<file path="config.mk">
export PLATFORM = sky130hd
export DESIGN_NAME = sscr_responder
export DESIGN_NICKNAME = d
export VERILOG_FILES = /design/src/rtl/sscr_pkg.sv /design/src/rtl/sscr_stream_if.sv /design/src/rtl/sscr_fifo.sv /design/src/rtl/sscr_responder.sv
export SDC_FILE = /design/constraint.sdc
export NUM_CORES = 1
export LEC_CHECK = 0
export BUFFER_PORTS_ARGS = -buffer_cell sky130_fd_sc_hd__buf_4
export CAP_MARGIN = 15
export CELL_PAD_IN_SITES_DETAIL_PLACEMENT = 1
export CELL_PAD_IN_SITES_GLOBAL_PLACEMENT = 1
export CORE_MARGIN = 1.5
export CORE_UTILIZATION = 40
export CTS_BUF_LIST = sky130_fd_sc_hd__clkbuf_4
export DETAILED_ROUTE_END_ITERATION = 8
export PLACE_DENSITY_LB_ADDON = 0.08
export SLEW_MARGIN = 20
export SYNTH_ARGS = -nofsm -noshare
export SYNTH_HDL_FRONTEND = slang
export SYNTH_HIERARCHICAL = 1
export SYNTH_SLANG_ARGS = --single-unit
</file>
<file path="constraint.sdc">
create_clock -name core_clk_i -period 3.7 [get_ports core_clk_i]
set_input_delay 0.74 -clock core_clk_i [delete_from_list [all_inputs] [get_ports core_clk_i]]
set_output_delay 0.74 -clock core_clk_i [all_outputs]
set_load 0.1 [all_outputs]
</file>
<file path="src/rtl/sscr_pkg.sv">
// sscr_pkg: constants, codes and the checksum step for the serial command responder.
// assumes a 200 MHz core clock and a byte-wide serial link.
package sscr_pkg;

	////////////////////////////////////////////////////////////////////////////////
	// timing
	localparam int unsigned CLK_HZ         = 200_000_000;
	localparam int unsigned BAUD_BPS       = 19_200;
	// a bit time rounds down to whole cycles
	localparam int unsigned BIT_CYCLES     = CLK_HZ / BAUD_BPS;
	localparam int unsigned BITS_PER_BYTE  = 10;
	localparam int unsigned GAP_BYTE_TIMES = 2;
	// reply start bound; our reply follows the gap by a few cycles, far inside it
	localparam int unsigned REPLY_LIMIT_MS = 20;
	localparam int unsigned DATA_BITS      = 8;

	////////////////////////////////////////////////////////////////////////////////
	// frame layout and codes
	localparam logic [7:0] BCAST_ADDR     = 8'h00;
	localparam logic [7:0] DEFAULT_ADDR   = 8'h64;
	localparam logic [7:0] CODE_TEST      = 8'h04;
	localparam logic [7:0] CODE_MRST      = 8'h05;
	localparam logic [7:0] CODE_RESTART   = 8'h07;
	localparam logic [7:0] CODE_ADDR      = 8'h11;
	localparam logic [7:0] CODE_IDENT     = 8'h20;
	localparam logic [7:0] LEN_NONE       = 8'h00;
	localparam logic [7:0] LEN_ONE        = 8'h01;
	localparam logic [7:0] LEN_TWO        = 8'h02;
	localparam logic [7:0] LEN_IDENT      = 8'h08;
	localparam logic [7:0] RES_FAIL       = 8'h00;
	localparam logic [7:0] RES_ACCEPT     = 8'h01;
	localparam logic [7:0] RES_BUSY       = 8'h02;
	localparam logic [8:0] FRAME_OVERHEAD = 9'h005;
	localparam logic [8:0] BYTE_CNT_MAX   = 9'h1ff;

	////////////////////////////////////////////////////////////////////////////////
	// status byte bit positions
	localparam int unsigned FLT_CHIP_BIT   = 5;
	localparam int unsigned FLT_GAIN_BIT   = 4;
	localparam int unsigned FLT_OFFS_BIT   = 3;
	localparam int unsigned FLT_FDBK_BIT   = 2;
	localparam int unsigned FLT_OSC_BIT    = 1;
	localparam int unsigned FLT_CFG_BIT    = 0;
	localparam int unsigned CFG_STD_BIT    = 3;
	localparam int unsigned CFG_CLK_BIT    = 2;
	localparam int unsigned CFG_SPI_BIT    = 1;
	localparam int unsigned CFG_RECL_BIT   = 0;

	////////////////////////////////////////////////////////////////////////////////
	// checksum: reflected form of 0x18005, table-free
	localparam logic [15:0] CRC_POLY_REFL = 16'ha001;
	localparam logic [15:0] CRC_INIT      = 16'h0000;
	localparam int unsigned FIFO_WIDTH    = 8;
	localparam int unsigned FIFO_DEPTH    = 8;

	function automatic logic [15:0] sscr_crc_byte(input logic [15:0] crc, input logic [7:0] data);
		logic [15:0] c;
		c = crc ^ {8'h00, data};
		for (int i = 0; i < 8; i++) begin
			c = c[0] ? ((c >> 1) ^ CRC_POLY_REFL) : (c >> 1);
		end
		return c;
	endfunction

endpackage

</file>
<file path="src/rtl/sscr_stream_if.sv">
// sscr_stream_if: valid/ready byte stream between responder and its reply fifo.
// assumes both ends sit on the same clock.
`timescale 1ns/1ps
`default_nettype none
interface sscr_stream_if #(
	parameter int unsigned W = 8
);
	logic         valid;
	logic         ready;
	logic [W-1:0] data;
	modport src (output valid, output data, input ready);
	modport snk (input valid, input data, output ready);
endinterface
`default_nettype wire

</file>
<file path="src/rtl/sscr_fifo.sv">
// sscr_fifo: small synchronous fifo with valid/ready on both sides.
// assumes one clock; clock enable low freezes all state.
`timescale 1ns/1ps
`default_nettype none
module sscr_fifo #(
	parameter int unsigned WIDTH = 8,
	parameter int unsigned DEPTH = 8
) (
	input  wire logic     core_clk_i,
	input  wire logic     nrst_i,
	input  wire logic     ce_i,
	sscr_stream_if.snk    wr,
	sscr_stream_if.src    rd
);
	localparam int unsigned AW = $clog2(DEPTH);

	logic [WIDTH-1:0] mem [DEPTH];
	logic [AW:0]      wptr;
	logic [AW:0]      rptr;
	logic             full;
	logic             empty;

	// extra pointer bit tells full from empty
	assign empty    = (wptr == rptr);
	assign full     = (wptr[AW] != rptr[AW]) && (wptr[AW-1:0] == rptr[AW-1:0]);
	assign wr.ready = !full;
	assign rd.valid = !empty;
	assign rd.data  = mem[rptr[AW-1:0]];

	////////////////////////////////////////////////////////////////////////////////
	// storage, no reset needed on the data
	always_ff @(posedge core_clk_i) begin
		if (ce_i && wr.valid && !full) begin
			mem[wptr[AW-1:0]] <= wr.data;
		end
	end

	// pointers
	always_ff @(posedge core_clk_i or negedge nrst_i) begin
		if (!nrst_i) begin
			wptr <= '0;
			rptr <= '0;
		end else if (ce_i) begin
			if (wr.valid && !full) begin
				wptr <= wptr + 1'b1;
			end
			if (rd.ready && !empty) begin
				rptr <= rptr + 1'b1;
			end
		end
	end
endmodule
`default_nettype wire

</file>
<file path="src/rtl/sscr_responder.sv">
// sscr_responder: slave side of the sensor serial link; parses request frames,
// drives test and reset requests and queues checksummed replies through a fifo.
// assumes rx_i is synchronous to core_clk_i and the line idles high.
// Operation
// - fault byte: chip, gain, offset, feedback, oscillator, config faults in bits 5..0.
// - config byte bit 3 shows the standard in use; bits 7..4 zero.
// - config byte bit 2: 0 internal RC clock, 1 external oscillator.
// - config byte bit 1: 0 SPI enabled, 1 SPI disabled.
// - config byte bit 0: 0 reclose via test input, 1 automatic.
// - code 0x04 starts a functional test, replies one result byte.
// - result 0x00 failure, 0x01 accepted, 0x02 test or reset already running.
// - code 0x05 starts a measurement reset, replies one result byte.
// - code 0x07 replies first, then restarts the controller.
// - code 0x11 sets a new address; reply holds result and new address.
// - address-change reply carries the previous address.
// - broadcast address change is carried out without any reply.
// - address-change result 0x00 on failure or new address zero, else 0x01.
// - code 0x20 returns marker, four digits, marker, major and minor version.
// - frame is address, code, length, data, CRC high first; bad CRC unanswered.
// - link runs 19.2 kbps, 8N1, least significant bit first.
// - idle over two byte times ends a frame; reply starts within 20 ms.
`timescale 1ns/1ps
`default_nettype none
module sscr_responder
	import sscr_pkg::*;
#(
	parameter int unsigned BIT_CYC   = sscr_pkg::BIT_CYCLES,
	parameter logic [7:0]  ID_MARK_A = 8'h41, // arbitrary value
	parameter logic [7:0]  ID_DIG3   = 8'h01, // arbitrary value
	parameter logic [7:0]  ID_DIG2   = 8'h02, // arbitrary value
	parameter logic [7:0]  ID_DIG1   = 8'h03, // arbitrary value
	parameter logic [7:0]  ID_DIG0   = 8'h04, // arbitrary value
	parameter logic [7:0]  ID_MARK_B = 8'h42, // arbitrary value
	parameter logic [7:0]  ID_MAJOR  = 8'h02, // arbitrary value
	parameter logic [7:0]  ID_MINOR  = 8'h00  // arbitrary value
) (
	input  wire logic       core_clk_i,
	input  wire logic       nrst_i,
	input  wire logic       ce_i,
	input  wire logic       rx_i,
	output logic            tx_o,
	output logic            tx_en_o,
	input  wire logic       chip_fault_i,
	input  wire logic       gain_fault_i,
	input  wire logic       offset_fault_i,
	input  wire logic       feedback_fault_i,
	input  wire logic       osc_fault_i,
	input  wire logic       cfg_fault_i,
	input  wire logic       std_sel_i,
	input  wire logic       ext_clk_i,
	input  wire logic       spi_off_i,
	input  wire logic       auto_reclose_i,
	input  wire logic       busy_i,
	output logic            test_req_o,
	output logic            meas_reset_req_o,
	output logic            restart_o,
	output logic [7:0]      fault_status_byte_o,
	output logic [7:0]      configuration_status_byte_o,
	output logic [7:0]      slave_addr_o
);
	import sscr_pkg::*;

	typedef enum {RX_IDLE, RX_START, RX_DATA, RX_STOP} sscr_rx_type;
	typedef enum {G_IDLE, G_SEND, G_CRCH, G_CRCL, G_DRAIN} sscr_gen_type;

	localparam logic [19:0] BIT_C  = 20'(BIT_CYC);
	localparam logic [19:0] HALF_C = 20'(BIT_CYC / 2);
	localparam logic [19:0] GAP_C  = 20'(BIT_CYC * BITS_PER_BYTE * GAP_BYTE_TIMES);
	localparam logic [3:0]  LAST_DATA_BIT = 4'(DATA_BITS - 1);
	localparam logic [3:0]  TX_BITS       = 4'(BITS_PER_BYTE);

	sscr_stream_if #(.W(FIFO_WIDTH)) push_if ();
	sscr_stream_if #(.W(FIFO_WIDTH)) pop_if ();

	sscr_rx_type  rx_st;
	sscr_gen_type g_st;
	logic [19:0]  rx_cnt;
	logic [3:0]   rx_bits;
	logic [7:0]   rx_sh;
	logic         byte_stb;
	logic [7:0]   byte_val;
	logic         frame_open;
	logic         frame_end;
	logic [19:0]  gap_cnt;
	logic [8:0]   nbytes;
	logic         frame_bad;
	logic [7:0]   b_addr;
	logic [7:0]   b_code;
	logic [7:0]   b_len;
	logic [7:0]   b_d0;
	logic [15:0]  last2;
	logic [15:0]  crc;
	logic [15:0]  crc_d1;
	logic [15:0]  crc_d2;
	logic         frame_ok;
	logic         own;
	logic [7:0]   addr;
	logic [7:0]   rep_addr;
	logic [7:0]   rep_code;
	logic [7:0]   rep_len;
	logic [7:0]   rep_d0;
	logic [7:0]   rep_d1;
	logic [3:0]   idx;
	logic [15:0]  gcrc;
	logic         restart_pend;
	logic [7:0]   gen_byte;
	logic         push_fire;
	logic [19:0]  tx_cnt;
	logic [3:0]   tx_bits;
	logic [9:0]   tx_sh;
	logic         tx_busy;

	////////////////////////////////////////////////////////////////////////////////
	// status bytes, sampled from the measurement core
	always_ff @(posedge core_clk_i or negedge nrst_i) begin
		if (!nrst_i) begin
			fault_status_byte_o         <= 8'h00;
			configuration_status_byte_o <= 8'h00;
		end else if (ce_i) begin
			fault_status_byte_o                <= 8'h00;
			fault_status_byte_o[FLT_CHIP_BIT]  <= chip_fault_i;
			fault_status_byte_o[FLT_GAIN_BIT]  <= gain_fault_i;
			fault_status_byte_o[FLT_OFFS_BIT]  <= offset_fault_i;
			fault_status_byte_o[FLT_FDBK_BIT]  <= feedback_fault_i;
			fault_status_byte_o[FLT_OSC_BIT]   <= osc_fault_i;
			fault_status_byte_o[FLT_CFG_BIT]   <= cfg_fault_i;
			configuration_status_byte_o               <= 8'h00;
			configuration_status_byte_o[CFG_STD_BIT]  <= std_sel_i;
			configuration_status_byte_o[CFG_CLK_BIT]  <= ext_clk_i;
			configuration_status_byte_o[CFG_SPI_BIT]  <= spi_off_i;
			configuration_status_byte_o[CFG_RECL_BIT] <= auto_reclose_i;
		end
	end

	////////////////////////////////////////////////////////////////////////////////
	// receiver: start bit checked at mid-bit, data shifted in lsb first
	always_ff @(posedge core_clk_i or negedge nrst_i) begin
		if (!nrst_i) begin
			rx_st    <= RX_IDLE;
			rx_cnt   <= 20'h00000;
			rx_bits  <= 4'h0;
			rx_sh    <= 8'h00;
			byte_stb <= 1'b0;
			byte_val <= 8'h00;
		end else if (ce_i) begin
			byte_stb <= 1'b0;
			unique case (rx_st)
				RX_IDLE: begin
					rx_cnt <= 20'h00000;
					if (!rx_i) begin
						rx_st <= RX_START;
					end
				end
				RX_START: begin
					if (rx_cnt == HALF_C - 20'h00001) begin
						rx_cnt  <= 20'h00000;
						rx_bits <= 4'h0;
						rx_st   <= rx_i ? RX_IDLE : RX_DATA; // glitch rejected
					end else begin
						rx_cnt <= rx_cnt + 20'h00001;
					end
				end
				RX_DATA: begin
					if (rx_cnt == BIT_C - 20'h00001) begin
						rx_cnt <= 20'h00000;
						rx_sh  <= {rx_i, rx_sh[7:1]};
						if (rx_bits == LAST_DATA_BIT) begin
							rx_st <= RX_STOP;
						end else begin
							rx_bits <= rx_bits + 4'h1;
						end
					end else begin
						rx_cnt <= rx_cnt + 20'h00001;
					end
				end
				RX_STOP: begin
					if (rx_cnt == BIT_C - 20'h00001) begin
						rx_st    <= RX_IDLE;
						byte_stb <= rx_i; // a missing stop bit drops the byte
						byte_val <= rx_sh;
					end else begin
						rx_cnt <= rx_cnt + 20'h00001;
					end
				end
			endcase
		end
	end

	////////////////////////////////////////////////////////////////////////////////
	// frame end on line idle longer than two byte times
	always_ff @(posedge core_clk_i or negedge nrst_i) begin
		if (!nrst_i) begin
			gap_cnt    <= 20'h00000;
			frame_open <= 1'b0;
			frame_end  <= 1'b0;
		end else if (ce_i) begin
			frame_end <= 1'b0;
			if (byte_stb) begin
				frame_open <= 1'b1;
				gap_cnt    <= 20'h00000;
			end else if (rx_st != RX_IDLE) begin
				gap_cnt <= 20'h00000;
			end else if (frame_open) begin
				if (gap_cnt == GAP_C) begin
					frame_open <= 1'b0;
					frame_end  <= 1'b1;
				end else begin
					gap_cnt <= gap_cnt + 20'h00001;
				end
			end
		end
	end

	////////////////////////////////////////////////////////////////////////////////
	// header capture and running checksum, lagged two bytes behind
	always_ff @(posedge core_clk_i or negedge nrst_i) begin
		if (!nrst_i) begin
			nbytes <= 9'h000;
			b_addr <= 8'h00;
			b_code <= 8'h00;
			b_len  <= 8'h00;
			b_d0   <= 8'h00;
			last2  <= 16'h0000;
			crc    <= CRC_INIT;
			crc_d1 <= CRC_INIT;
			crc_d2 <= CRC_INIT;
		end else if (ce_i && byte_stb) begin
			last2 <= {last2[7:0], byte_val};
			if (!frame_open) begin
				nbytes <= 9'h001;
				b_addr <= byte_val;
				crc    <= sscr_crc_byte(CRC_INIT, byte_val);
				crc_d1 <= CRC_INIT;
				crc_d2 <= CRC_INIT;
			end else begin
				if (nbytes != BYTE_CNT_MAX) begin
					nbytes <= nbytes + 9'h001;
				end
				if (nbytes == 9'h001) b_code <= byte_val;
				if (nbytes == 9'h002) b_len <= byte_val;
				if (nbytes == 9'h003) b_d0 <= byte_val;
				crc    <= sscr_crc_byte(crc, byte_val);
				crc_d1 <= crc;
				crc_d2 <= crc_d1;
			end
		end
	end

	// good frame: length matches and received checksum equals computed one
	assign frame_ok = (nbytes == {1'b0, b_len} + FRAME_OVERHEAD)
	                  && (crc_d2 == last2);
	assign own      = (b_addr == addr) && (addr != BCAST_ADDR);
	assign frame_bad = (nbytes == BYTE_CNT_MAX); // counter saturated: runaway frame

	////////////////////////////////////////////////////////////////////////////////
	// command decode; frames arriving while a reply is pending are dropped
	always_ff @(posedge core_clk_i or negedge nrst_i) begin
		if (!nrst_i) begin
			addr             <= DEFAULT_ADDR;
			g_st             <= G_IDLE;
			rep_addr         <= 8'h00;
			rep_code         <= 8'h00;
			rep_len          <= 8'h00;
			rep_d0           <= 8'h00;
			rep_d1           <= 8'h00;
			idx              <= 4'h0;
			gcrc             <= CRC_INIT;
			restart_pend     <= 1'b0;
			test_req_o       <= 1'b0;
			meas_reset_req_o <= 1'b0;
			restart_o        <= 1'b0;
		end else if (ce_i) begin
			test_req_o       <= 1'b0;
			meas_reset_req_o <= 1'b0;
			restart_o        <= 1'b0;
			unique case (g_st)
				G_IDLE: begin
					idx      <= 4'h0;
					gcrc     <= CRC_INIT;
					rep_addr <= addr;
					rep_code <= b_code;
					if (frame_end && frame_ok && !frame_bad) begin
						if ((b_code == CODE_TEST || b_code == CODE_MRST)
						    && own && b_len == LEN_NONE) begin
							rep_len <= LEN_ONE;
							rep_d0  <= busy_i ? RES_BUSY : RES_ACCEPT;
							test_req_o       <= !busy_i && b_code == CODE_TEST;
							meas_reset_req_o <= !busy_i && b_code == CODE_MRST;
							g_st    <= G_SEND;
						end else if (b_code == CODE_RESTART && own && b_len == LEN_NONE) begin
							rep_len      <= LEN_ONE;
							rep_d0       <= RES_ACCEPT;
							restart_pend <= 1'b1;
							g_st         <= G_SEND;
						end else if (b_code == CODE_ADDR && b_len == LEN_ONE
						             && (own || b_addr == BCAST_ADDR)) begin
							rep_len <= LEN_TWO;
							rep_d0  <= (b_d0 == BCAST_ADDR) ? RES_FAIL : RES_ACCEPT;
							rep_d1  <= b_d0;
							if (b_d0 != BCAST_ADDR) begin
								addr <= b_d0;
							end
							if (own) begin
								g_st <= G_SEND;
							end
						end else if (b_code == CODE_IDENT && own && b_len == LEN_NONE) begin
							rep_len <= LEN_IDENT;
							g_st    <= G_SEND;
						end
					end
				end
				G_SEND: begin
					if (push_fire) begin
						gcrc <= sscr_crc_byte(gcrc, gen_byte);
						idx  <= idx + 4'h1;
						if (idx == 4'(rep_len) + 4'h2) begin
							g_st <= G_CRCH;
						end
					end
				end
				G_CRCH: begin
					if (push_fire) g_st <= G_CRCL;
				end
				G_CRCL: begin
					if (push_fire) g_st <= restart_pend ? G_DRAIN : G_IDLE;
				end
				G_DRAIN: begin
					// restart only after the last stop bit has left
					if (!pop_if.valid && !tx_busy) begin
						restart_o    <= 1'b1;
						restart_pend <= 1'b0;
						g_st         <= G_IDLE;
					end
				end
			endcase
		end
	end

	assign slave_addr_o = addr;

	////////////////////////////////////////////////////////////////////////////////
	// reply byte selection by position
	always_comb begin
		gen_byte = 8'h00;
		unique case (g_st)
			G_CRCH: gen_byte = gcrc[15:8];
			G_CRCL: gen_byte = gcrc[7:0];
			default: begin
				if (idx == 4'h0) gen_byte = rep_addr;
				else if (idx == 4'h1) gen_byte = rep_code;
				else if (idx == 4'h2) gen_byte = rep_len;
				else if (rep_code == CODE_IDENT) begin
					unique case (idx)
						4'h3: gen_byte = ID_MARK_A;
						4'h4: gen_byte = ID_DIG3;
						4'h5: gen_byte = ID_DIG2;
						4'h6: gen_byte = ID_DIG1;
						4'h7: gen_byte = ID_DIG0;
						4'h8: gen_byte = ID_MARK_B;
						4'h9: gen_byte = ID_MAJOR;
						default: gen_byte = ID_MINOR;
					endcase
				end else gen_byte = (idx == 4'h3) ? rep_d0 : rep_d1;
			end
		endcase
	end

	assign push_if.valid = (g_st == G_SEND) || (g_st == G_CRCH) || (g_st == G_CRCL);
	assign push_if.data  = gen_byte;
	assign push_fire     = push_if.valid && push_if.ready;

	// eight-byte reply queue; a full queue stalls the reply generator
	sscr_fifo #(
		.WIDTH (FIFO_WIDTH),
		.DEPTH (FIFO_DEPTH)
	) u_fifo (
		.core_clk_i (core_clk_i),
		.nrst_i     (nrst_i),
		.ce_i       (ce_i),
		.wr         (push_if.snk),
		.rd         (pop_if.src)
	);

	////////////////////////////////////////////////////////////////////////////////
	// transmitter: start, eight data bits lsb first, stop
	assign pop_if.ready = !tx_busy;

	always_ff @(posedge core_clk_i or negedge nrst_i) begin
		if (!nrst_i) begin
			tx_busy <= 1'b0;
			tx_cnt  <= 20'h00000;
			tx_bits <= 4'h0;
			tx_sh   <= 10'h3ff;
			tx_o    <= 1'b1;
			tx_en_o <= 1'b0;
		end else if (ce_i) begin
			if (!tx_busy) begin
				tx_o    <= 1'b1;
				tx_en_o <= pop_if.valid;
				if (pop_if.valid) begin
					tx_busy <= 1'b1;
					tx_sh   <= {1'b1, pop_if.data, 1'b0};
					tx_cnt  <= 20'h00000;
					tx_bits <= 4'h0;
				end
			end else begin
				tx_en_o <= 1'b1;
				tx_o    <= tx_sh[0];
				if (tx_cnt == BIT_C - 20'h00001) begin
					tx_cnt <= 20'h00000;
					tx_sh  <= {1'b1, tx_sh[9:1]};
					if (tx_bits == TX_BITS - 4'h1) begin
						tx_busy <= 1'b0;
					end else begin
						tx_bits <= tx_bits + 4'h1;
					end
				end else begin
					tx_cnt <= tx_cnt + 20'h00001;
				end
			end
		end
	end
endmodule
`default_nettype wire

</file>
==> Yosys cells after proc, flatten, opt, wreduce, memory -nomap -nowiden <==
Memories as Yosys holds them, arrays and structs flattened.
Cells that the tools add are included.
{ "totals": {"register_bits": 359, "ramBits": 64, "inputBits": 15, "out_inout_bits": 29, "wordCells": 342, "mem_count": 1} }
{ "op_classes": {"add_sub_neg": 11, "n_eq_ne": 67, "muxes": 122, "bitwise_logic": 29, "n_reduce_logical": 71} }
{ "mem_list": {"columns": ["name", "depth", "width", "read_ports", "rd_ports_with_merged_regs", "write_ports", "line", "source"], "rows": [
  ["u_fifo.mem", 8, 8, 1, 0, 1, "sscr_fifo.sv:17", "logic [WIDTH-1:0] mem [DEPTH];"]
]} }
{ "op_table": {"columns": ["operator", "count"], "rows": [
  ["32-bit 2-to-1 mux", 16],
  ["16-bit 2-to-1 mux", 28],
  ["20-bit 2-to-1 mux", 10],
  ["32-bit by 2-bit == test with 1-bit output (second input constant)", 5],
  ["32-bit one-hot mux with 5 select lines", 1],
  ["32-bit one-hot mux with 4 select lines", 1],
  ["32-bit by 3-bit == test with 1-bit output (second input constant)", 3],
  ["8-bit 2-to-1 mux", 12],
  ["20-bit one-hot mux with 4 select lines", 1],
  ["2-bit NOT with 3-bit output", 23],
  ["32-bit by 1-bit == test with 1-bit output (second input constant)", 2],
  ["32-bit logical NOT", 2],
  ["20-bit by 1-bit adder with 20-bit output (second input constant)", 3],
  ["7-bit one-hot mux with 6 select lines", 1],
  ["20-bit by 14-bit == test with 1-bit output (second input constant)", 2],
  ["2-bit != test (second input constant)", 18],
  ["4-bit 2-to-1 mux", 8],
  ["16-bit one-hot mux with 2 select lines", 1],
  ["32-bit nonzero test", 1],
  ["16-bit by 8-bit bitwise XOR with 16-bit output", 2],
  ["1-bit 2-to-1 mux", 31],
  ["10-bit 2-to-1 mux", 3],
  ["8-bit by 3-bit == test with 1-bit output (second input constant)", 3],
  ["8-bit logical NOT", 3],
  ["other kinds (50)", 120]
]} }

==> Depth between registers and ports, before layout <==
Gate-level depths: netlist of the first run.
{ "logic_depth": {"depth_word": 27, "ltp_mapped": 13, "ltp_nobuf": 11} }

==> Cells and area by module <==
Netlist of the first run, hierarchy kept.
{ "by_module_without_submodules": {"columns": ["mod", "n_inst", "cells_each", "area_per_inst_um2", "seq_area_each_um2"], "rows": [
  ["sscr_responder", 1, 1390, 13840.8, 6772.7],
  ["sscr_fifo", 1, 146, 3019.1, 2122.0]
]} }

==> Worst setup path after synthesis of the first run <==
No wires, ideal clock.
{ "synth_path": {"path_kind": "reg-to-reg", "startpoint": "register idx[0]", "endpoint": "register gcrc[0]", "setup_time_ns": 0.121, "arrival_ns": 3.406, "t_required_ns": 3.579, "path_slack_ns": 0.173, "stages_incl_launch_ff": 13, "n_path_buf": 1, "period_less_slack_ns": 3.527, "cell_sequence": "dfrtp_1 -> inv_1 -> ha_1 -> buf_6 -> a221o_1 -> nand2_1 -> and3b_1 -> or4b_1 -> a311oi_2 -> xnor3_1 -> xnor3_2 -> xnor3_1 -> a22o_1"} }
{ "synth_between": {"elab_chain_len": 20, "elab_cells_between_ends": 36, "cone_classes": "eq/ne (9); mux (17); bitwise (8); reduce/logical (2)"} }
{ "synth_lines": {"columns": ["element", "line", "source"], "rows": [
  ["start, declared", "sscr_responder.sv:103", "logic [3:0] idx;"],
  ["start signal, assigned", "sscr_responder.sv:315", "idx <= idx + 4'h1;"],
  ["4-bit == test / 4-bit by 3-bit == test with 1-bit output (equally long branches)", "sscr_responder.sv:353", "unique case (idx)"],
  ["2-bit OR reduction (no line)", null, null],
  ["7-bit one-hot mux with 6 select lines", "sscr_responder.sv:353", null],
  ["8-bit 2-to-1 mux", "sscr_responder.sv:352", "else if (rep_code == CODE_IDENT) begin"],
  ["8-bit 2-to-1 mux", "sscr_responder.sv:351", "else if (idx == 4'h2) gen_byte = rep_len;"],
  ["8-bit 2-to-1 mux", "sscr_responder.sv:350", "else if (idx == 4'h1) gen_byte = rep_code;"],
  ["8-bit 2-to-1 mux *", "sscr_responder.sv:349", "if (idx == 4'h0) gen_byte = rep_addr;"],
  ["8-bit one-hot mux with 2 select lines *", "sscr_responder.sv:345", "unique case (g_st)"],
  ["16-bit by 8-bit bitwise XOR with 16-bit output *", "sscr_pkg.sv:58", "c = crc ^ {8'h00, data};"],
  ["16-bit 2-to-1 mux * (5 in a row)", "sscr_pkg.sv:60", "c = c[0] ? ((c >> 1) ^ CRC_POLY_REFL) : (c >> 1);"],
  ["2-bit NOT with 3-bit output (no line) / 16-bit 2-to-1 mux (equally long branches)", null, null],
  ["16-bit 2-to-1 mux * (3 in a row)", "sscr_pkg.sv:60", null],
  ["16-bit 2-to-1 mux *", "sscr_responder.sv:313", "if (push_fire) begin"],
  ["16-bit one-hot mux with 2 select lines *", "sscr_responder.sv:276", "unique case (g_st)"],
  ["end signal, assigned", "sscr_responder.sv:314", "gcrc <= sscr_crc_byte(gcrc, gen_byte);"],
  ["end, declared", "sscr_responder.sv:104", "logic [15:0] gcrc;"]
]} }
Every way passes the cells marked *; elsewhere a longest branch is shown, timed or not. The select of a mux whose other input is x is not followed.
A chain may end at the register's enable or synchronous reset.

==> Final worst setup path of the first run <==
{ "layout_path": {"startpoint": "register idx[1]", "endpoint": "register gcrc[0]"} }
Same word-level chain as after synthesis.

==> impl_metrics.tcl, run 1 <==
set metrics [dict create \
    status "finished, final reports clean" \
    antenna_found_initial 2 \
    ys_seq_area_share_pct 52.8 \
    clk_latency_ps 830 \
    worst_pin_slew_ps 815 \
    cts_tree "yes" \
    min_to "fault_status_byte_o[0]" \
    cts_sinks 342 \
    place.gp.congestion 0.844 \
    grt_max_degree 95 \
    grt.overflow.total 0 \
    fin_crit_sh_pct 96.0 \
    route.detailed.vias_per_inst 5.27 \
    die_h_um 208 \
    r2r_slack_ps 150 \
    power.share.clock_pct 43.6 \
    cp-start-kind "register" \
    cap_viol_max_count 0 \
    r2r-end "gcrc[0]" \
    final_max_slew_viol_count 0 \
    cts-root-buf "clkbuf_4" \
    cp-end-kind "register" \
    reg2regPathDepth 11 \
    switching_share_pct 26.0 \
    cts_inserted_buffers 96 \
    synthArstFlopShare_pct 81.3 \
    ys_warn_count 6 \
    hpwl_mm 28.0 \
    p_seq_share_pct 50.4 \
    syn2layout_area_growth_pct 13.4 \
    yosys.area.top_type "dfrtp_1" \
    synth_cell_types 82 \
    syn_avg_cell_area_um2 11.0 \
    arrival_ps 4250 \
    clk_pin_slew_worst_paths_ps 70 \
    combPwrFrac_pct 6.0 \
    synthTopCellsByArea "dfrtp_1 39%, edfxtp_1 11%, mux2_2 6.7%" \
    whs_path_depth 2 \
    die_w_um 208 \
    cts_buffer_depth 3 \
    hold_violations 0 \
    synth-edff-count 64 \
    postPlaceCellArea_um2 17900 \
    drc 0 \
    routedWlPerCell_um 18.3 \
    hp-class "input port to register" \
    ioPinCount 44 \
    final_area_um2 19100 \
    internal_power_uw 5890 \
    start_util_pct 40.4 \
    utilization_pct 45.8 \
    synth_top_area_share_pct 39.3 \
    syn_area_um2 16900 \
    reg2reg_from "idx[1]" \
    max_freq_mhz 281 \
    p_per_area_nw_per_um2 417 \
    drive_gt1_share_pct 22.7 \
    grt_pass1_vias 12558 \
    tns_ps 0 \
    worstPathRequired_ps 4400 \
    wl_mm 41.2 \
    nets 1682 \
    ys.flop_type "dfrtp_1" \
    grt_pass1_wl_mm 68.6 \
    synth_seq_cells 342 \
    fin_hold_ws_ps 176 \
    cts_max_level 3 \
    num_rows 75 \
    grt_setup_unrepaired "false" \
    relSlewSlack_pct 44.2 \
    core_um2 41800 \
    post_cts_buffers 0 \
    skew_ps 56.2 \
    p_sw_uw 2070 \
    setup_viol 0 \
    die_area_um2 43400 \
    num_vias 11885 \
    dr.pass1.iters 4 \
    grt_usage_pct 19.9 \
    peakVddDrop_uv 395 \
    cp_max_fo 5 \
    power.leakage_uw 0.00864 \
    crit_type "register to register" \
    synth_cells 1536 \
    min_period_ps 3550 \
    min_from "cfg_fault_i" \
    drtIter0Drc 515 \
    ant_nets 0 \
    portBuffers 37 \
]
layout by cell type, fill, tap and decap left out, types with 6 or more instances in the layout:
cell | netlist | final
clkbuf_4 | 1 | 137
a21oi_1 | 45 | 45
o21ai_1 | 6 | 7
or3_1 | 13 | 13
nand3_1 | 34 | 34
mux2i_1 | 16 | 16
nand4_1 | 26 | 26
or4_1 | 8 | 8
o21ai_0 | 105 | 104
o31ai_1 | 9 | 9
o22ai_1 | 8 | 8
nand2b_1 | 11 | 11
inv_1 | 27 | 27
nor2b_1 | 14 | 14
clkinv_2 | 0 | 9
conb_1 | 1 | 6
and4_1 | 7 | 7
dfstp_2 | 13 | 13
nand2_1 | 210 | 209
nor4b_1 | 6 | 6
a22o_1 | 13 | 13
mux4_2 | 9 | 9
ha_1 | 20 | 20
mux2_4 | 8 | 8
buf_4 | 8 | 87
a31oi_1 | 9 | 9
and2_1 | 13 | 13
xor2_1 | 75 | 75
nor3_1 | 20 | 20
dfrtp_1 | 265 | 265
nor4_1 | 15 | 14
mux2_2 | 101 | 101
xnor2_1 | 62 | 62
mux4_1 | 7 | 7
edfxtp_1 | 64 | 64
nor3b_1 | 6 | 6
clkinv_1 | 0 | 13
and3_1 | 18 | 18
nor2_1 | 108 | 108
how the worst max path moves through the flow:
| stage | from | to | slack [ps] | cells after the start |
|---|---|---|---|---|
| after detailed placement | idx[1] | gcrc[0] | 120 | 11 |
| after CTS | idx[1] | gcrc[0] | 130 | 11 |
| after global routing | idx[1] | gcrc[0] | 30 | 11 |
| after floorplan | idx[0] | gcrc[0] | 170 | 12 |
| after global placement | idx[1] | gcrc[0] | 200 | 11 |
| final | idx[1] | gcrc[0] | 150 | 11 |
metrics by stage:
step	instances	total power (uW)	setup WS (ps)
2_1_floorplan	1541	4370	173
3_3_place_gp	2087	4550	204
3_5_place_dp	2087	4570	120
4_1_cts	2252	8140	131
5_1_grt	2254	8370	31.0
6_report	2254	7970	147
sequential cells by signal, summed over array words and instances (netlist names), 16 cells and up, named ones only:
signal / cells
crc: 16
gap_cnt: 20
gcrc: 16
last2: 16
rx_cnt: 20
tx_cnt: 20
u_fifo/mem: 64
worst max-delay path, cell delays in order, from the launching register on:
cell	delay, ps
dfrtp_1	420
inv_1	110
ha_1	230
a221o_1	360
nand2_1	90
and3b_1	170
or4b_1	520
a311oi_2	320
xnor3_1	380
xnor3_2	430
xnor3_1	220
a22o_1	200
synth_stat cells, drive strengths merged (20+ instances only):
master / count
dfrtp: 265
nand2: 210
mux2: 112
o21ai: 111
nor2: 108
xor2: 75
xnor2: 65
edfxtp: 64
clkbuf: 59
a21oi: 45
nand3: 34
inv: 27
nand4: 26
buf: 25
ha: 20
nor3: 20
timing repair:
action                                  in CTS  in global routing
endpoints found under the setup margin       0                  1
hold buffers                                 1                  0
endpoints found under the hold margin       88                  0
resized for setup                            0                  2
cell type report:
| cell class | instances | area (um2) |
|---|---|---|
| Timing Repair Buffer | 92 | 738 |
| Clock inverter | 27 | 173 |
| Fill cell | 4625 | 22600 |
| Multi-Input combinational cell | 1088 | 7510 |
| Sequential cell | 342 | 8890 |
| Tap cell | 539 | 674 |
| Inverter | 27 | 101 |
| Antenna cell | 2 | 5.00 |
| Clock buffer | 137 | 1030 |
kinds of logic (layout without fill, tap and decap cells):
logic type,Yosys count,after routing,synth area share (%)
XOR/XNOR,143,143,7.81
adder cells (fa/ha/maj),20,20,1.48
AND/OR/NAND/NOR,532,532,15.3
flip-flops,342,342,52.8
other,1,8,0.0222
multiplexers,144,144,10.9
buffers and inverters,111,283,2.89
AO/OA/AOI/OAI,243,243,8.88
power groups by stage:
| stage | combinational [uW] | sequential (uW) | clock, uW |
|---|---|---|---|
| 3_3_place_gp | 479 | 4080 | 0 |
| 5_1_grt | 533 | 4030 | 3810 |
| 6_report | 481 | 4010 | 3470 |
| 3_5_place_dp | 491 | 4080 | 0 |
| 4_1_cts | 493 | 4010 | 3640 |
| 2_1_floorplan | 227 | 4150 | 0 |
routing by layer:
layer	track usage [%]	wire length, um	vias to the layer above
li1	-	-	5694
met3	4.48	1530	79
met5	0	0	-
met2	30.7	18700	161
met1	27.9	20100	5951
met4	6.22	865	0
Note: power is estimated with default switching activity, not from simulation.
==> run 2, diff against run 1 <==
- CELL_PAD_IN_SITES_GLOBAL_PLACEMENT: 1 -> 2
- clock period: 3.7 -> 3.9 ns (I/O delays scaled with it)
==> run 2 against run 1 <==
Effect of this change:
- setup slack gained 130 ps
- sequential share of layout area grew 0.19 points
- clock skew shrank 5.7 ps
- sequential cell count unchanged
- clock power fell by 4%
- sequential power fell by 5%
- utilization decreased by 0.18 points
- global-route usage down 0.17 points
- critical path depth stayed put
- combinational power is 6.4% lower
- count of clock-buffer cells in the layout grew 14
- worst hold slack improved by 27 ps
- largest power group unchanged
==> impl_metrics.tcl, run 2 (synthesis results as in run 1) <==
set metrics [dict create \
    status "finished, final reports clean" \
    cp.buffers_inverters 1 \
    critPathSlowestCell "or4b_1" \
    core_um2 41800 \
    grt-busiest-layer "met2" \
    post_cts_buffers 0 \
    grt_use_met2_pct 30.1 \
    nets 1668 \
    gr-usage-met1_pct 27.9 \
    cts_inserted_buffers 97 \
    wl_mm 40.9 \
    cp-end-kind "register" \
    p_total_uw 7600 \
    min_period_ps 3630 \
    die_area_um2 43400 \
    max_freq_mhz 276 \
    final_common_cell "dfrtp_1" \
    clk_pin_slew_worst_paths_ps 70 \
    regArea_um2 8900 \
    skew_ps 50.5 \
    dr.pass1.iters 4 \
    route.detailed.vias_per_inst 5.23 \
    setup_viol 0 \
    grt_usage_pct 19.7 \
    cts_buffer_depth 3 \
    clk_latency_ps 830 \
    relSlewSlack_pct 37.8 \
    fill_cells 4597 \
    worst_pin_slew_ps 921 \
    worstPathRequired_ps 4590 \
    grt_use_met3_pct 4.17 \
    fin_hold_ws_ps 203 \
    ioPinCount 44 \
    num_rows 75 \
    cp-start-kind "register" \
    cts_max_level 3 \
    crit_type "register to register" \
    cts-root-buf "clkbuf_4" \
    path_cells "inv_1 -> ha_1 -> nor3b_1 -> o21ai_0 -> and3b_1 -> or4b_1 -> a311oi_2 -> xnor3_1 -> xnor3_2 -> xnor3_1 -> a22o_1" \
    hold_violations 0 \
    final_max_slew_viol_count 0 \
    cts_tree "yes" \
    path_delay_family "XOR/XNOR gates" \
    layout_common_cells "264 x dfrtp_1, 209 x nand2_1, 151 x clkbuf_4, 106 x nor2_1, 105 x o21ai_0" \
    cts_sinks 342 \
    arrival_ps 4320 \
    num_vias 11756 \
    p_per_area_nw_per_um2 399 \
    largest_reg_flops 64 \
    grt_pass1_wl_mm 68.3 \
    grt_max_degree 93 \
    drive_gt1_share_pct 22.5 \
    drc 0 \
    syn2layout_area_growth_pct 13.0 \
    start_util_pct 40.4 \
    fin_crit_sh_pct 93.0 \
    tns_ps 0 \
    slowest_delay_ps 530 \
    grt_setup_unrepaired "false" \
    antenna_found_initial 2 \
    cap_viol_max_count 0 \
    cpMostUsedCell "xnor3_1" \
    grt.overflow.total 0 \
    ant_nets 0 \
    hpwl_mm 27.8 \
    cp_max_fo 6 \
    portBuffers 37 \
    routedWlPerCell_um 18.2 \
    grt_pass1_vias 12518 \
    power.leakage_uw 0.00858 \
    die_h_um 208 \
    peakVddDrop_uv 252 \
    die_w_um 208 \
    multiInputGateArea_um2 7510 \
    drtIter0Drc 569 \
    hp-class "input port to register" \
    place.gp.congestion 0.769 \
]
==> run 2: cell type report <==
type / instances / area share, %
Sequential cell: 342 / 46.7
Tap cell: 539 / 3.54
Clock buffer: 151 / 5.95
Multi-Input combinational cell: 1088 / 39.5
Timing Repair Buffer: 77 / 3.22
Inverter: 27 / 0.532
Clock inverter: 19 / 0.565
Antenna cell: 3 / 0.0394
==> run 2: layer usage <==
layer  vias to the layer above  share of wire, %
met5                         -                 0
met2                       158                44
met1                      5839                50
li1                       5680                 -
met3                        79               3.6
met4                         0               2.3
==> run 2: worst reg2reg max path: stages, from the launching register on <==
cell and delay [ps]:
dfrtp_1 430, inv_1 130, ha_1 280, nor3b_1 220
o21ai_0 200, and3b_1 230, or4b_1 530, a311oi_2 270
xnor3_1 360, xnor3_2 440, xnor3_1 220, a22o_1 200
==> run 2: final timing paths <==
check | from | to | slack [ps] | cells past startpoint
worst max register to register | idx[1] | gcrc[0] | 270 | 11
worst max-delay path | idx[1] | gcrc[0] | 270 | 11
max in group asynchronous | nrst_i | idx[0] | 2320 | 3
worst min register to register | tx_sh[0] | tx_sh[0] | 480 | 2
min in group asynchronous | nrst_i | rx_cnt[11] | 540 | 2
worst min-delay path | osc_fault_i | fault_status_byte_o[1] | 200 | 2
==> run 2: what timing repair did <==
action	in CTS	in global routing
resized for setup	0	1
hold buffers	1	0
endpoints found under the hold margin	73	0
endpoints found under the setup margin	0	1
==> run 2: report_power, final <==
part	total [uW]	switching, uW	internal (uW)
registers	3810	96.1	3710
clock network	3340	1530	1810
logic	450	313	137
==> run 2: metrics by stage <==
step | area [um2] | util [%] | std cells | setup WS (ps)
final | 19000 | 45.6 | 2246 | 275
after global routing | 19000 | 45.6 | 2245 | 48.3
after CTS | 19000 | 45.6 | 2243 | 211
after detailed placement | 17800 | 42.6 | 2072 | 217
after global placement | 17800 | 42.6 | 2072 | 291
after floorplan | 16900 | - | 1541 | 373
==> run 3, diff against run 2 <==
- GPL_TIMING_DRIVEN: not set -> 0
- SETUP_SLACK_MARGIN: not set -> 0.5
==> run 3 against run 2 <==
Effect of this change:
- setup slack better by 280 ps
- final cell count up 2.4%
- clock power down 3%
- die area unchanged
- register-to-register slack better by 280 ps
- largest power group unchanged
- highest routed layer unchanged
==> impl_metrics.tcl, run 3 (synthesis results as in run 1) <==
set metrics [dict create \
    status "finished, final reports clean" \
    peakVddDrop_uv 225 \
    die_w_um 208 \
    die_area_um2 43400 \
    switching_share_pct 26.6 \
    antenna_found_initial 1 \
    cts_sinks 342 \
    p_sw_uw 2000 \
    dr.pass1.iters 4 \
    route.detailed.vias_per_inst 5.29 \
    grt_setup_unrepaired "true" \
    grt_usage_pct 20.7 \
    combPwrFrac_pct 6.1 \
    hpwl_mm 30.1 \
    internal_power_uw 5520 \
    final_common_cell "dfrtp_1" \
    slowest_delay_ps 550 \
    hp-class "input port to register" \
    relSlewSlack_pct 33.4 \
    cts_inserted_buffers 97 \
    worst_pin_slew_ps 991 \
    wl_mm 43.5 \
    start_util_pct 40.4 \
    hold_violations 0 \
    ioPinCount 44 \
    placedCellCount 2120 \
    cts-root-buf "clkbuf_4" \
    p_per_area_nw_per_um2 387 \
    power.share.clock_pct 43.2 \
    cp_max_fo 7 \
    ant_nets 0 \
    cp-end-kind "register" \
    core_um2 41800 \
    crit_type "register to register" \
    num_rows 75 \
    nets 1732 \
    worstPathRequired_ps 4580 \
    max_freq_mhz 299 \
    grt_pass1_vias 12830 \
    clk_pin_slew_worst_paths_ps 70 \
    clk_latency_ps 820 \
    cts_tree "yes" \
    cts_buffer_depth 3 \
    place.gp.congestion 0.776 \
    path_cells "inv_2 -> ha_1 -> buf_6 -> a221o_1 -> nand2_1 -> and3b_1 -> or4b_4 -> a311oi_4 -> xnor3_1 -> xnor3_2 -> xnor3_1 -> a22o_1" \
    cts_max_level 3 \
    grt_max_degree 88 \
    p_total_uw 7520 \
    min_period_ps 3350 \
    fin_cells 2301 \
    power.leakage_uw 0.00867 \
    largest_reg_flops 64 \
    arrival_ps 4030 \
    final_max_slew_viol_count 0 \
    grt_pass1_wl_mm 70.9 \
    layout_common_cells "264 x dfrtp_1, 209 x nand2_1, 147 x clkbuf_4, 108 x nor2_1, 104 x o21ai_0" \
    critPathSlowestCell "or4b_4" \
    die_h_um 208 \
    drtIter0Drc 458 \
    drive_gt1_share_pct 22.7 \
    grt.overflow.total 0 \
    drc 0 \
    num_vias 12183 \
    p_seq_share_pct 50.7 \
    fin_crit_sh_pct 85.8 \
    portBuffers 37 \
    routedWlPerCell_um 18.9 \
    cpMostUsedCell "xnor3_1" \
    setup_viol 0 \
    skew_ps 58.2 \
    cap_viol_max_count 0 \
    cp-start-kind "register" \
    syn2layout_area_growth_pct 15.2 \
]
run 3: changes by cell type in the layout (fill, tap and decap cells not counted), sizes merged:
cell / change
clkinv: +1
bufinv: -1
clkbuf: +50
inv: +1
diode: -2
buf: +6
run 3: final timing paths:
check                            startpoint                endpoint  slack [ps]  depth (start not counted)
max                                  idx[0]                 gcrc[0]         550                         12
min                        feedback_fault_i  fault_status_byte_o[2]         230                          2
max reg2reg                          idx[0]                 gcrc[0]         550                         12
min reg2reg                        tx_sh[6]                tx_sh[6]         480                          2
max in group asynchronous            nrst_i         slave_addr_o[5]        2240                          4
min in group asynchronous            nrst_i              tx_cnt[11]         470                          2
run 3: power groups by stage:
stage	Combinational [uW]	Clock, uW	Sequential [uW]
2_1_floorplan	215	0	3930
3_3_place_gp	446	0	3870
3_5_place_dp	470	0	3880
4_1_cts	471	3400	3810
5_1_grt	513	3590	3820
6_report	459	3250	3810
run 3: critical path, delay by kind of cell, from the launching register on:
family                   cells  cell delay (ps)
AND/OR/NAND/NOR              3              820
adder cells (fa/ha/maj)      1              200
AO/OA/AOI/OAI                3              830
buffers and inverters        2              190
flip-flops                   1              440
XOR/XNOR                     3              760
run 3: cell type report:
type                       instances  area [um2]
clock inverter                    20         103
timing repair buffer              57         498
antenna                            1        2.50
buffer                            84         405
clock buffer                     143        1070
fill                            4587       22300
tap                              539         674
sequential                       342        8900
inverter                          27         101
multi-input combinational       1088        7670
run 3: repair_timing:
| action | CTS | global route |
|---|---|---|
| setup buffers | 0 | 16 |
| hold buffers | 1 | 0 |
| gates resized for setup | 17 | 34 |
| pin swaps | 1 | 9 |
| hold endpoints to repair | 32 | 0 |
| gates cloned | 0 | 0 |
| endpoints found under the setup margin | 14 | 14 |
run 3: stage by stage:
step                      setup WS (ps)  hold slack, ps  setup TNS (ps)  cell area (um2)  util, %
final                               553             227               0            19400     46.5
after global routing                447             141               0            19400     46.5
after CTS                           372             123               0            19200     45.9
after detailed placement           43.0             472               0            17900     42.9
after global placement             -592             464         -143030            17800     42.7
after floorplan                     603             443               0            16900        -
run 3: metal layers:
metal,part of all wire (%),vias up,wire length [um],GRT usage [%]
met1,48,6107,20700,28.6
met3,3.7,74,1620,3.77
met2,47,187,20200,32.8
met5,0,-,0,0
met4,2.1,0,896,7.15
li1,-,5815,-,-
